$ cat src/include/rx_status_params.svh
// Offsets, field positions and reset values of the receive-port status bank
`ifndef RX_STATUS_PARAMS_SVH
`define RX_STATUS_PARAMS_SVH
`define PORT_SELECT_OFFSET     8'h4C
`define PORT_STATUS_ONE_OFFSET 8'h4D
`define PORT_STATUS_TWO_OFFSET 8'h4E
`define FREQ_INTEGER_OFFSET    8'h4F
`define FREQ_FRACTION_OFFSET   8'h50
`define ALARM_FLAGS_OFFSET     8'h51
`define VOLTAGE_LEVELS_OFFSET  8'h52
`define BIT_LINE_LEN_UNSTEADY  7
`define BIT_LINE_LEN_CHANGED   6
`define BIT_LINK_CODING_FAULT  5
`define BIT_BUFFER_ERROR       4
`define BIT_CSI_ERROR          3
`define BIT_FREQ_SETTLED       2
`define BIT_CLOCK_MISSING      1
`define BIT_LINE_CNT_CHANGED   0
`define STATUS_RESET           8'h00
`endif

$ cat src/include/rx_status_pkg.sv
// Types shared by the receive-port status bank
package rx_status_pkg;
	// Hardware events of one port, each a one-cycle pulse
	typedef struct packed {
		logic line_length_unsteady;
		logic line_length_changed;
		logic link_coding_fault;
		logic buffer_error;
		logic line_count_changed;
	} port_events_t;
	// Level status of one port
	typedef struct packed {
		logic       csi_error;
		logic       freq_measure_settled;
		logic       input_clock_missing;
		logic [7:0] freq_integer_byte;
		logic [7:0] freq_fraction_byte;
		logic [5:0] remote_alarms;
		logic [2:0] remote_voltage_b_value;
		logic [2:0] remote_voltage_a_value;
	} port_levels_t;
	// Register access request
	typedef struct packed {
		logic       read;
		logic       write;
		logic [7:0] addr;
		logic [7:0] wdata;
	} reg_request_t;
endpackage

$ cat src/rtl/rx_port_status_registers.sv
// Per-port receive status register bank with port-select routing
//
// Contract
// Port select routes port-specific register accesses
// Bit 7 set on unsteady line length
// Bit 6 set on line length change
// Bit 5 set on link coding fault
// Software enables error counter, threshold above one; this bank has no error counter or threshold
// Bit 4 set on packet buffer overflow
// Bit 3 shows CSI receive error summary
// Bit 2 shows frequency measurement settled
// Bit 1 shows input clock missing
// Bit 0 set on line count change
// Frequency integer byte in MHz
// Frequency fraction byte in 1/256 MHz
// Sensor registers loaded from forward channel
// Alarm flags register layout, reserved bits zero
// Voltage levels register layout, reserved bits zero
// Set wins over clear-on-read
`timescale 1ns/1ps
`include "rx_status_params.svh"
module rx_port_status_registers #(
	parameter int PORTS = 4
) (
	input  wire logic                                   clock,
	input  wire logic                                   arst_n,
	input  wire rx_status_pkg::reg_request_t            request,
	input  wire rx_status_pkg::port_events_t [PORTS-1:0] events,
	input  wire rx_status_pkg::port_levels_t [PORTS-1:0] levels,
	input  wire logic [PORTS-1:0]                       sensor_load,
	output logic [7:0]                                  rdata,
	output logic                                        rvalid
);
	import rx_status_pkg::*;

	localparam int SEL_W = (PORTS > 1) ? $clog2(PORTS) : 1;

	////////////////////////////////////////////////////////////////////////
	// Port select

	logic [SEL_W-1:0] port_select;
	logic [SEL_W-1:0] next_port_select;

	always_comb
	begin
		next_port_select = port_select;
		// Whole byte compared: a cut value would alias out-of-range writes onto real ports
		if (request.write && request.addr == `PORT_SELECT_OFFSET
			&& request.wdata < 8'(PORTS))
		begin
			next_port_select = request.wdata[SEL_W-1:0];
		end
	end

	always_ff @(posedge clock or negedge arst_n)
	begin
		if (!arst_n)
			port_select <= '0;
		else
			port_select <= next_port_select;
	end

	////////////////////////////////////////////////////////////////////////
	// Sticky flags and sensor copies

	logic [4:0] sticky      [PORTS];
	logic [4:0] next_sticky [PORTS];
	logic [5:0] alarms      [PORTS];
	logic [5:0] next_alarms [PORTS];
	logic [5:0] volts       [PORTS];
	logic [5:0] next_volts  [PORTS];

	function automatic logic [4:0] event_bits(input port_events_t e);
		event_bits = {e.line_length_unsteady, e.line_length_changed,
			e.link_coding_fault, e.buffer_error, e.line_count_changed};
	endfunction

	logic status_two_read;
	assign status_two_read = request.read && request.addr == `PORT_STATUS_TWO_OFFSET;

	always_comb
	begin
		for (int p = 0; p < PORTS; p++)
		begin
			next_sticky[p] = sticky[p];
			// Clear-on-read only reaches the selected port's copy
			if (status_two_read && port_select == SEL_W'(p))
				next_sticky[p] = '0;
			// Event set after clear so a same-cycle event survives
			next_sticky[p] = next_sticky[p] | event_bits(events[p]);
			next_alarms[p] = alarms[p];
			next_volts[p]  = volts[p];
			// Loaded by the forward channel, never by software
			if (sensor_load[p])
			begin
				next_alarms[p] = levels[p].remote_alarms;
				next_volts[p]  = {levels[p].remote_voltage_b_value,
					levels[p].remote_voltage_a_value};
			end
		end
	end

	always_ff @(posedge clock or negedge arst_n)
	begin
		if (!arst_n)
		begin
			for (int p = 0; p < PORTS; p++)
			begin
				sticky[p] <= '0;
				alarms[p] <= '0;
				volts[p]  <= '0;
			end
		end
		else
		begin
			for (int p = 0; p < PORTS; p++)
			begin
				sticky[p] <= next_sticky[p];
				alarms[p] <= next_alarms[p];
				volts[p]  <= next_volts[p];
			end
		end
	end

	////////////////////////////////////////////////////////////////////////
	// Read mux, registered so outputs come from flip-flops

	logic [7:0] next_rdata;
	logic       next_rvalid;
	port_levels_t sel_lv;
	logic [4:0]   sel_st;

	always_comb
	begin
		sel_lv      = levels[port_select];
		sel_st      = sticky[port_select];
		next_rvalid = request.read;
		next_rdata  = `STATUS_RESET;
		if (request.read)
		begin
			unique case (request.addr)
				`PORT_SELECT_OFFSET:
					next_rdata = 8'(port_select);
				`PORT_STATUS_TWO_OFFSET:
				begin
					next_rdata[`BIT_LINE_LEN_UNSTEADY] = sel_st[4];
					next_rdata[`BIT_LINE_LEN_CHANGED]  = sel_st[3];
					next_rdata[`BIT_LINK_CODING_FAULT] = sel_st[2];
					next_rdata[`BIT_BUFFER_ERROR]      = sel_st[1];
					next_rdata[`BIT_CSI_ERROR]         = sel_lv.csi_error;
					next_rdata[`BIT_FREQ_SETTLED]      = sel_lv.freq_measure_settled;
					next_rdata[`BIT_CLOCK_MISSING]     = sel_lv.input_clock_missing;
					next_rdata[`BIT_LINE_CNT_CHANGED]  = sel_st[0];
				end
				`FREQ_INTEGER_OFFSET:
					next_rdata = sel_lv.freq_integer_byte;
				`FREQ_FRACTION_OFFSET:
					next_rdata = sel_lv.freq_fraction_byte;
				`ALARM_FLAGS_OFFSET:
					next_rdata = {2'h0, alarms[port_select]};
				`VOLTAGE_LEVELS_OFFSET:
					next_rdata = {1'h0, volts[port_select][5:3],
						1'h0, volts[port_select][2:0]};
				default:
					next_rdata = `STATUS_RESET;
			endcase
		end
	end

	always_ff @(posedge clock or negedge arst_n)
	begin
		if (!arst_n)
		begin
			rdata  <= `STATUS_RESET;
			rvalid <= 1'b0;
		end
		else
		begin
			rdata  <= next_rdata;
			rvalid <= next_rvalid;
		end
	end

	////////////////////////////////////////////////////////////////////////
	// Checks

	// Register answers through the port select

	select_write_a: assert property (@(posedge clock) disable iff (!arst_n)
		request.write && request.addr == `PORT_SELECT_OFFSET && request.wdata < 8'(PORTS)
		|=> port_select == $past(request.wdata[SEL_W-1:0]))
		else $error("port select not taken");
	select_refuse_a: assert property (@(posedge clock) disable iff (!arst_n)
		request.write && request.addr == `PORT_SELECT_OFFSET && request.wdata >= 8'(PORTS)
		|=> port_select == $past(port_select))
		else $error("out of range port select taken");
	select_read_a: assert property (@(posedge clock) disable iff (!arst_n)
		request.read && request.addr == `PORT_SELECT_OFFSET
		|=> rdata == 8'($past(port_select)))
		else $error("port select readback wrong");
	read_answer_a: assert property (@(posedge clock) disable iff (!arst_n)
		request.read |=> rvalid)
		else $error("read not answered");
	idle_quiet_a: assert property (@(posedge clock) disable iff (!arst_n)
		!request.read |=> !rvalid && rdata == `STATUS_RESET)
		else $error("read answer stood too long");

	// Status two shows the selected port's flags as they were before the clear
	sticky_route_a: assert property (@(posedge clock) disable iff (!arst_n)
		status_two_read |=> {rdata[`BIT_LINE_LEN_UNSTEADY:`BIT_BUFFER_ERROR],
		rdata[`BIT_LINE_CNT_CHANGED]} == $past(sticky[port_select]))
		else $error("selected port flags not shown");
	csi_read_a: assert property (@(posedge clock) disable iff (!arst_n)
		status_two_read
		|=> rdata[`BIT_CSI_ERROR] == $past(levels[port_select].csi_error))
		else $error("csi error bit wrong");
	settled_read_a: assert property (@(posedge clock) disable iff (!arst_n)
		status_two_read
		|=> rdata[`BIT_FREQ_SETTLED] == $past(levels[port_select].freq_measure_settled))
		else $error("frequency settled bit wrong");
	status_read_a: assert property (@(posedge clock) disable iff (!arst_n)
		status_two_read |=> rvalid && rdata[`BIT_CLOCK_MISSING]
		== $past(levels[port_select].input_clock_missing))
		else $error("clock missing bit wrong");

	// Frequency bytes pass through from the selected port
	freq_read_a: assert property (@(posedge clock) disable iff (!arst_n)
		request.read && request.addr == `FREQ_INTEGER_OFFSET
		|=> rdata == $past(levels[port_select].freq_integer_byte))
		else $error("frequency integer wrong");
	fraction_read_a: assert property (@(posedge clock) disable iff (!arst_n)
		request.read && request.addr == `FREQ_FRACTION_OFFSET
		|=> rdata == $past(levels[port_select].freq_fraction_byte))
		else $error("frequency fraction wrong");

	// Sensor copies; reserved bits must read zero
	alarm_read_a: assert property (@(posedge clock) disable iff (!arst_n)
		request.read && request.addr == `ALARM_FLAGS_OFFSET
		|=> rdata[5:0] == $past(alarms[port_select]))
		else $error("alarm flags wrong");
	alarm_reserved_a: assert property (@(posedge clock) disable iff (!arst_n)
		$past(request.read) && $past(request.addr) == `ALARM_FLAGS_OFFSET
		|-> rdata[7:6] == 2'h0)
		else $error("alarm reserved bits set");
	volt_read_a: assert property (@(posedge clock) disable iff (!arst_n)
		request.read && request.addr == `VOLTAGE_LEVELS_OFFSET
		|=> {rdata[6:4], rdata[2:0]} == $past(volts[port_select]))
		else $error("voltage levels wrong");
	volt_reserved_a: assert property (@(posedge clock) disable iff (!arst_n)
		$past(request.read) && $past(request.addr) == `VOLTAGE_LEVELS_OFFSET
		|-> !rdata[7] && !rdata[3])
		else $error("voltage reserved bits set");

	// Per-port flag and sensor bookkeeping
	for (genvar p = 0; p < PORTS; p++)
	begin : per_port_checks
		// Each event sets its own flag, read or not
		unsteady_set_a: assert property (@(posedge clock) disable iff (!arst_n)
			events[p].line_length_unsteady |=> sticky[p][4])
			else $error("unsteady line length not flagged");
		length_change_set_a: assert property (@(posedge clock) disable iff (!arst_n)
			events[p].line_length_changed |=> sticky[p][3])
			else $error("line length change not flagged");
		coding_fault_set_a: assert property (@(posedge clock) disable iff (!arst_n)
			events[p].link_coding_fault |=> sticky[p][2])
			else $error("coding fault not flagged");
		buffer_error_set_a: assert property (@(posedge clock) disable iff (!arst_n)
			events[p].buffer_error |=> sticky[p][1])
			else $error("buffer overflow not flagged");
		count_change_set_a: assert property (@(posedge clock) disable iff (!arst_n)
			events[p].line_count_changed |=> sticky[p][0])
			else $error("line count change not flagged");

		// A same-cycle event must survive the clear
		event_survives_a: assert property (@(posedge clock) disable iff (!arst_n)
			events[p] != '0 && status_two_read && port_select == SEL_W'(p)
			|=> (sticky[p] & $past(event_bits(events[p]))) == $past(event_bits(events[p])))
			else $error("event lost under clear");

		// Only the selected port's status read clears
		clear_on_read_a: assert property (@(posedge clock) disable iff (!arst_n)
			status_two_read && port_select == SEL_W'(p) && !(|event_bits(events[p]))
			|=> sticky[p] == 5'h00)
			else $error("flags not cleared by read");
		unread_hold_a: assert property (@(posedge clock) disable iff (!arst_n)
			sticky[p][4] && !(status_two_read && port_select == SEL_W'(p))
			|=> sticky[p][4])
			else $error("unsteady flag dropped without read");
		other_port_hold_a: assert property (@(posedge clock) disable iff (!arst_n)
			!(status_two_read && port_select == SEL_W'(p))
			|=> (sticky[p] & $past(sticky[p])) == $past(sticky[p]))
			else $error("flags cleared by another port's read");

		// Sensor copies change only on a forward channel load
		sensor_load_a: assert property (@(posedge clock) disable iff (!arst_n)
			sensor_load[p] |=> alarms[p] == $past(levels[p].remote_alarms)
			&& volts[p] == $past({levels[p].remote_voltage_b_value,
			levels[p].remote_voltage_a_value}))
			else $error("sensor copy not loaded");
		sensor_hold_a: assert property (@(posedge clock) disable iff (!arst_n)
			!sensor_load[p] |=> alarms[p] == $past(alarms[p]) && volts[p] == $past(volts[p]))
			else $error("sensor copy changed without a load");
	end
endmodule

$ cat config.mk
export PLATFORM = sky130hd
export DESIGN_NAME = rx_port_status_registers
export DESIGN_NICKNAME = d
export VERILOG_FILES = /design/src/include/rx_status_pkg.sv /design/src/rtl/rx_port_status_registers.sv
export VERILOG_INCLUDE_DIRS = /design/src /design/src/include
export SDC_FILE = /design/constraint.sdc
export NUM_CORES = 1
export LEC_CHECK = 0
export BUFFER_PORTS_ARGS = -buffer_cell sky130_fd_sc_hd__buf_2
export CAP_MARGIN = 10
export CORE_MARGIN = 4
export CORE_UTILIZATION = 40
export DETAILED_ROUTE_END_ITERATION = 10
export PLACE_DENSITY_LB_ADDON = 0.3
export SLEW_MARGIN = 20
export SYNTH_ARGS = -nofsm -noshare
export SYNTH_HDL_FRONTEND = slang
export SYNTH_SLANG_ARGS = --single-unit
$ cat constraint.sdc
create_clock -name clock -period 1.52 [get_ports clock]
set_input_delay 0.076 -clock clock [delete_from_list [all_inputs] [get_ports clock]]
set_output_delay 0.076 -clock clock [all_outputs]
set_load 0.01 [all_outputs]
==> report_table.html <==
<table>
<tr><th>Metric</th><th>Value</th></tr>
<tr><th colspan="2">Setup path</th></tr>
<tr><td>WP data required</td><td>1.79 ns</td></tr>
<tr><td>Category of the most critical setup path</td><td>flop to flop</td></tr>
<tr><td>Kind of start point of the critical path</td><td>flop</td></tr>
<tr><td>Largest fanout of any net on the critical path</td><td>5</td></tr>
<tr><td>Arrival time of the worst setup path</td><td>approximately 2.0 ns</td></tr>
<tr><td>Critical Path End Type</td><td>flop</td></tr>
<tr><th colspan="2">Final layout</th></tr>
<tr><td>Area growth from synthesis to final layout</td><td>51.5%</td></tr>
<tr><td># fillers</td><td>roughly 860</td></tr>
<tr><td>Share of layout cells above drive strength 1</td><td>0.580</td></tr>
<tr><td>Number of standard cells in the final layout excluding fillers</td><td>681</td></tr>
<tr><td>Final instance area</td><td>6380 µm²</td></tr>
<tr><td>Number of nets in the layout</td><td>between 700 and 800</td></tr>
<tr><td>Utilization after layout</td><td>0.621</td></tr>
<tr><td>Number of diodes</td><td>0</td></tr>
<tr><th colspan="2">Outcome</th></tr>
<tr><td>Result of the run</td><td>complete, but fails checks</td></tr>
<tr><td>Violations in the final reports</td><td>setup timing</td></tr>
<tr><th colspan="2">CTS</th></tr>
<tr><td>Insertion delay to the later sink of the worst-skew pair</td><td>~0.35 ns</td></tr>
<tr><td>TritonCTS clock tree</td><td>yes</td></tr>
<tr><td>Maximum level of the CTS H-tree</td><td>3</td></tr>
<tr><td>Clock Sink Count</td><td>79</td></tr>
<tr><td>TritonCTS Buffers</td><td>9</td></tr>
<tr><td>CTS clock-pin slew for the worst setup and hold paths</td><td>~0.080 ns</td></tr>
<tr><td>Root buffer cell</td><td>sky130_fd_sc_hd__clkbuf_8</td></tr>
<tr><td>CTS max path bufs</td><td>2</td></tr>
<tr><th colspan="2">Die</th></tr>
<tr><td>Die boundary height</td><td>roughly 110 µm</td></tr>
<tr><td>Number of top-level design ports</td><td>177</td></tr>
<tr><td>Initial standard-cell utilization of the core</td><td>0.410</td></tr>
<tr><td>Die width</td><td>around 110 µm</td></tr>
<tr><td>Area inside the core boundary</td><td>a little over 10,000 µm²</td></tr>
<tr><td>Site row count</td><td>37</td></tr>
<tr><td>Area of the die</td><td>12,200 µm²</td></tr>
<tr><th colspan="2">Placement</th></tr>
<tr><td>Number of placed instances, taps included</td><td>588</td></tr>
<tr><td>Post-detailed-placement cell area</td><td>between 5000 and 6000 µm²</td></tr>
<tr><td>Total half-perimeter wirelength after legalization and detailed placement</td><td>~9.5 mm</td></tr>
<tr><td>Number of port buffers</td><td>roughly 180</td></tr>
<tr><td>Placement Setup Slack</td><td>-0.329 ns</td></tr>
<tr><td>Routability congestion estimate</td><td>about 0.86</td></tr>
<tr><th colspan="2">Global route</th></tr>
<tr><td>Global route total overflow</td><td>0</td></tr>
<tr><td>Global routing usage summed across all routing layers</td><td>0.217</td></tr>
<tr><td>Wire length of the first global-routing pass</td><td>~21 mm</td></tr>
<tr><td>Antenna violations before repair</td><td>0</td></tr>
<tr><td>Via count of the first global-routing pass</td><td>around 4,100</td></tr>
<tr><td>Pin count of the biggest net entering global routing</td><td>36</td></tr>
<tr><th colspan="2">Timing</th></tr>
<tr><td>Final worst-path setup slack</td><td>-0.237 ns</td></tr>
<tr><td>Worst rel slew slack</td><td>0.734</td></tr>
<tr><td>RSZ-0062 raised after global routing</td><td>true</td></tr>
<tr><td>Max Clock Skew</td><td>around 0.0097 ns</td></tr>
<tr><td>Final Slew Violations</td><td>0</td></tr>
<tr><td>Fin. Hold Viols</td><td>0</td></tr>
<tr><td>Worst slew pin tran</td><td>roughly 0.40 ns</td></tr>
<tr><td>Final critical delay including setup and external delays</td><td>1.76 ns</td></tr>
<tr><td>Maximum operating frequency</td><td>about 570 MHz</td></tr>
<tr><td>Setup Viol. Count Final</td><td>8</td></tr>
<tr><td>Share of the clock period used by the worst path after layout</td><td>1.16</td></tr>
<tr><th colspan="2">Run</th></tr>
<tr><td>Count of maximum capacitance violations</td><td>0</td></tr>
<tr><th colspan="2">Synthesis</th></tr>
<tr><td>Mean post-synth cell area</td><td>around 15 µm²</td></tr>
<tr><td>Syn nets</td><td>442</td></tr>
<tr><td>Most area-consuming cells after synthesis</td><td>sky130_fd_sc_hd__dfrtp_1 (47%), sky130_fd_sc_hd__mux4_2 (14%), sky130_fd_sc_hd__mux2_2 (13%)</td></tr>
<tr><td>Top cell type's share of synthesized area</td><td>0.470</td></tr>
<tr><td>Top cell type by total area after synthesis</td><td>sky130_fd_sc_hd__dfrtp_1</td></tr>
<tr><td>Synthesized cell area</td><td>around 4200 µm²</td></tr>
<tr><td>Post-synthesis sequential element count</td><td>79</td></tr>
<tr><td>Unique masters post-synth</td><td>44</td></tr>
<tr><td>Proportion of synthesized chip area in sequential cells</td><td>0.470</td></tr>
<tr><td>Number of warnings printed during yosys synthesis</td><td>0</td></tr>
<tr><td>Number of standard cells after synthesis</td><td>between 200 and 300</td></tr>
<tr><th colspan="2">Detailed routing</th></tr>
<tr><td>Number of iterations in the first detailed-routing pass</td><td>4</td></tr>
<tr><td>Detailed Route WL</td><td>13.0 mm</td></tr>
<tr><td>DRT antenna net count</td><td>0</td></tr>
<tr><td>WL per Instance</td><td>19.1 µm</td></tr>
<tr><td>Count of unresolved DRC violations after routing</td><td>0</td></tr>
<tr><td>DR vias</td><td>between 3,000 and 4,000</td></tr>
<tr><td>Initial DRC count</td><td>about 140</td></tr>
<tr><td>Post-detailed-route via-to-cell ratio</td><td>roughly 5.2</td></tr>
<tr><th colspan="2">Worst hold path</th></tr>
<tr><td>Path category of the worst min-delay check</td><td>input pin to async pin</td></tr>
<tr><th colspan="2">Power and ir drop</th></tr>
<tr><td>Maximum vdd drop</td><td>around 0.52 mV</td></tr>
<tr><td>Static Leak</td><td>roughly 2.8 nW</td></tr>
<tr><td>Pwr dens</td><td>slightly below 800 nW/µm²</td></tr>
</table>
flip-flops by register name, summed over array words and instances (netlist names):
signal and flops:
alarms 24, port_select 2, rdata 8, rvalid 1
sticky 20, volts 24
worst paths after layout:
kind | end | from | cells after the start | slack, ns
max | rdata[4] | port_select[0] | 6 | -0.24
min | rdata[1] | arst_n | 2 | 0.16
max reg2reg | rdata[4] | port_select[0] | 6 | -0.24
min reg2reg | sticky[0] | sticky[0] | 1 | 0.48
max in group asynchronous | sticky[5] | arst_n | 3 | 0.84
min in group clock | alarms[7] | sensor_load[2] | 2 | 0.22
routing by layer:
layer	GRT usage	routed length (µm)	part of all wire
met2	0.386	6810	0.52
met1	0.254	5070	0.39
met3	0.0488	819	0.063
met5	0	0	0
met4	0.0878	317	0.024
layout make-up:
type	instances	area [µm²]	share of cell area
Inverter	3	11.3	0.00177
Multi-Input combinational cell	171	2070	0.325
Clock inverter	5	106	0.0167
Clock buffer	11	131	0.0206
Sequential cell	79	1980	0.310
Timing Repair Buffer	276	1910	0.299
Tap cell	136	170	0.0267
kinds of logic (layout without fill, tap and decap cells):
kind of cell,Yosys count,count (layout),share of synthesized area
muxes,91,91,0.347
DFF,79,79,0.470
AOI/OAI and AO/OA,40,40,0.0758
and+or+nand+nor,40,40,0.0645
buffers and inverters,24,295,0.0431
cell usage after synthesis, drive strengths merged:
cell and count:
dfrtp 79, mux2 50, mux4 36, a21o 20, buf 15, nand3 12
clkbuf 6, mux2i 5, a22oi 4, and2 3, inv 3, nor2 3
nor3b 3, o211ai 3, or4 3, a31oi 2, a32oi 2, and3 2
and3b 2, nand2 2, nand4 2, nand4b 2, nor2b 2, o211a 2
o221ai 2, a211oi 1, a221oi 1, a22o 1, nand2b 1, nand4bb 1
nor3 1, nor4b 1, o21a 1, o32a 1
worst max-delay path, cell delays in order (launching register included):
cell and delay [ns]:
sky130_fd_sc_hd__dfrtp_2 0.43, sky130_fd_sc_hd__buf_12 0.15, sky130_fd_sc_hd__mux4_2 0.35, sky130_fd_sc_hd__mux2i_2 0.08, sky130_fd_sc_hd__buf_4 0.13, sky130_fd_sc_hd__or4_1 0.42
sky130_fd_sc_hd__o211ai_1 0.11
power by group:
| group | switching [mW] | leakage, nW | internal (mW) | total, mW |
|---|---|---|---|---|
| Sequential | 0.0729 | 0.882 | 2.23 | 2.31 |
| Combinational | 0.292 | 1.76 | 0.517 | 0.808 |
| Clock | 0.781 | 0.114 | 1.10 | 1.88 |
stage by stage:
step	hold WS (ns)	power, mW	setup TNS [ns]
floorplan	-0.220	2.62	-0.639
finish	0.161	4.99	-1.57
global placement	0.00831	2.98	-2.18
CTS	0.154	5.04	-1.54
detailed placement	0.00770	3.00	-2.29
global route	0.199	5.19	-2.03
cells in the final DEF (no fill, tap or decap), drive strengths merged, types with 2 or more instances in the layout:
cell type    synthesis  routed
or4                  3       3
a31oi                2       2
dlygate4sd3          0      72
nand4                2       2
mux2i                5       5
nor3b                3       3
o211a                2       2
nand4b               2       2
nand3               12      12
mux2                50      50
nand2                2       2
and3b                2       2
bufinv               0       3
inv                  3       3
o211ai               3       3
and2                 3       3
o221ai               2       2
and3                 2       2
buf                 15     203
clkbuf               6      11
nor2b                2       2
dfrtp               79      79
mux4                36      36
a32oi                2       2
nor2                 3       3
a22oi                4       4
a21o                20      20
what timing repair did:
item / in CTS / in global routing
setup buffers: 3 / 1
resized for setup: 15 / 6
setup endpoints to repair: 8 / 8
hold endpoints to repair: 150 / 0
cloned: 1 / 0
pin swaps: 5 / 0
hold buffers: 72 / 0
Note: power is estimated with default switching activity, not from simulation.
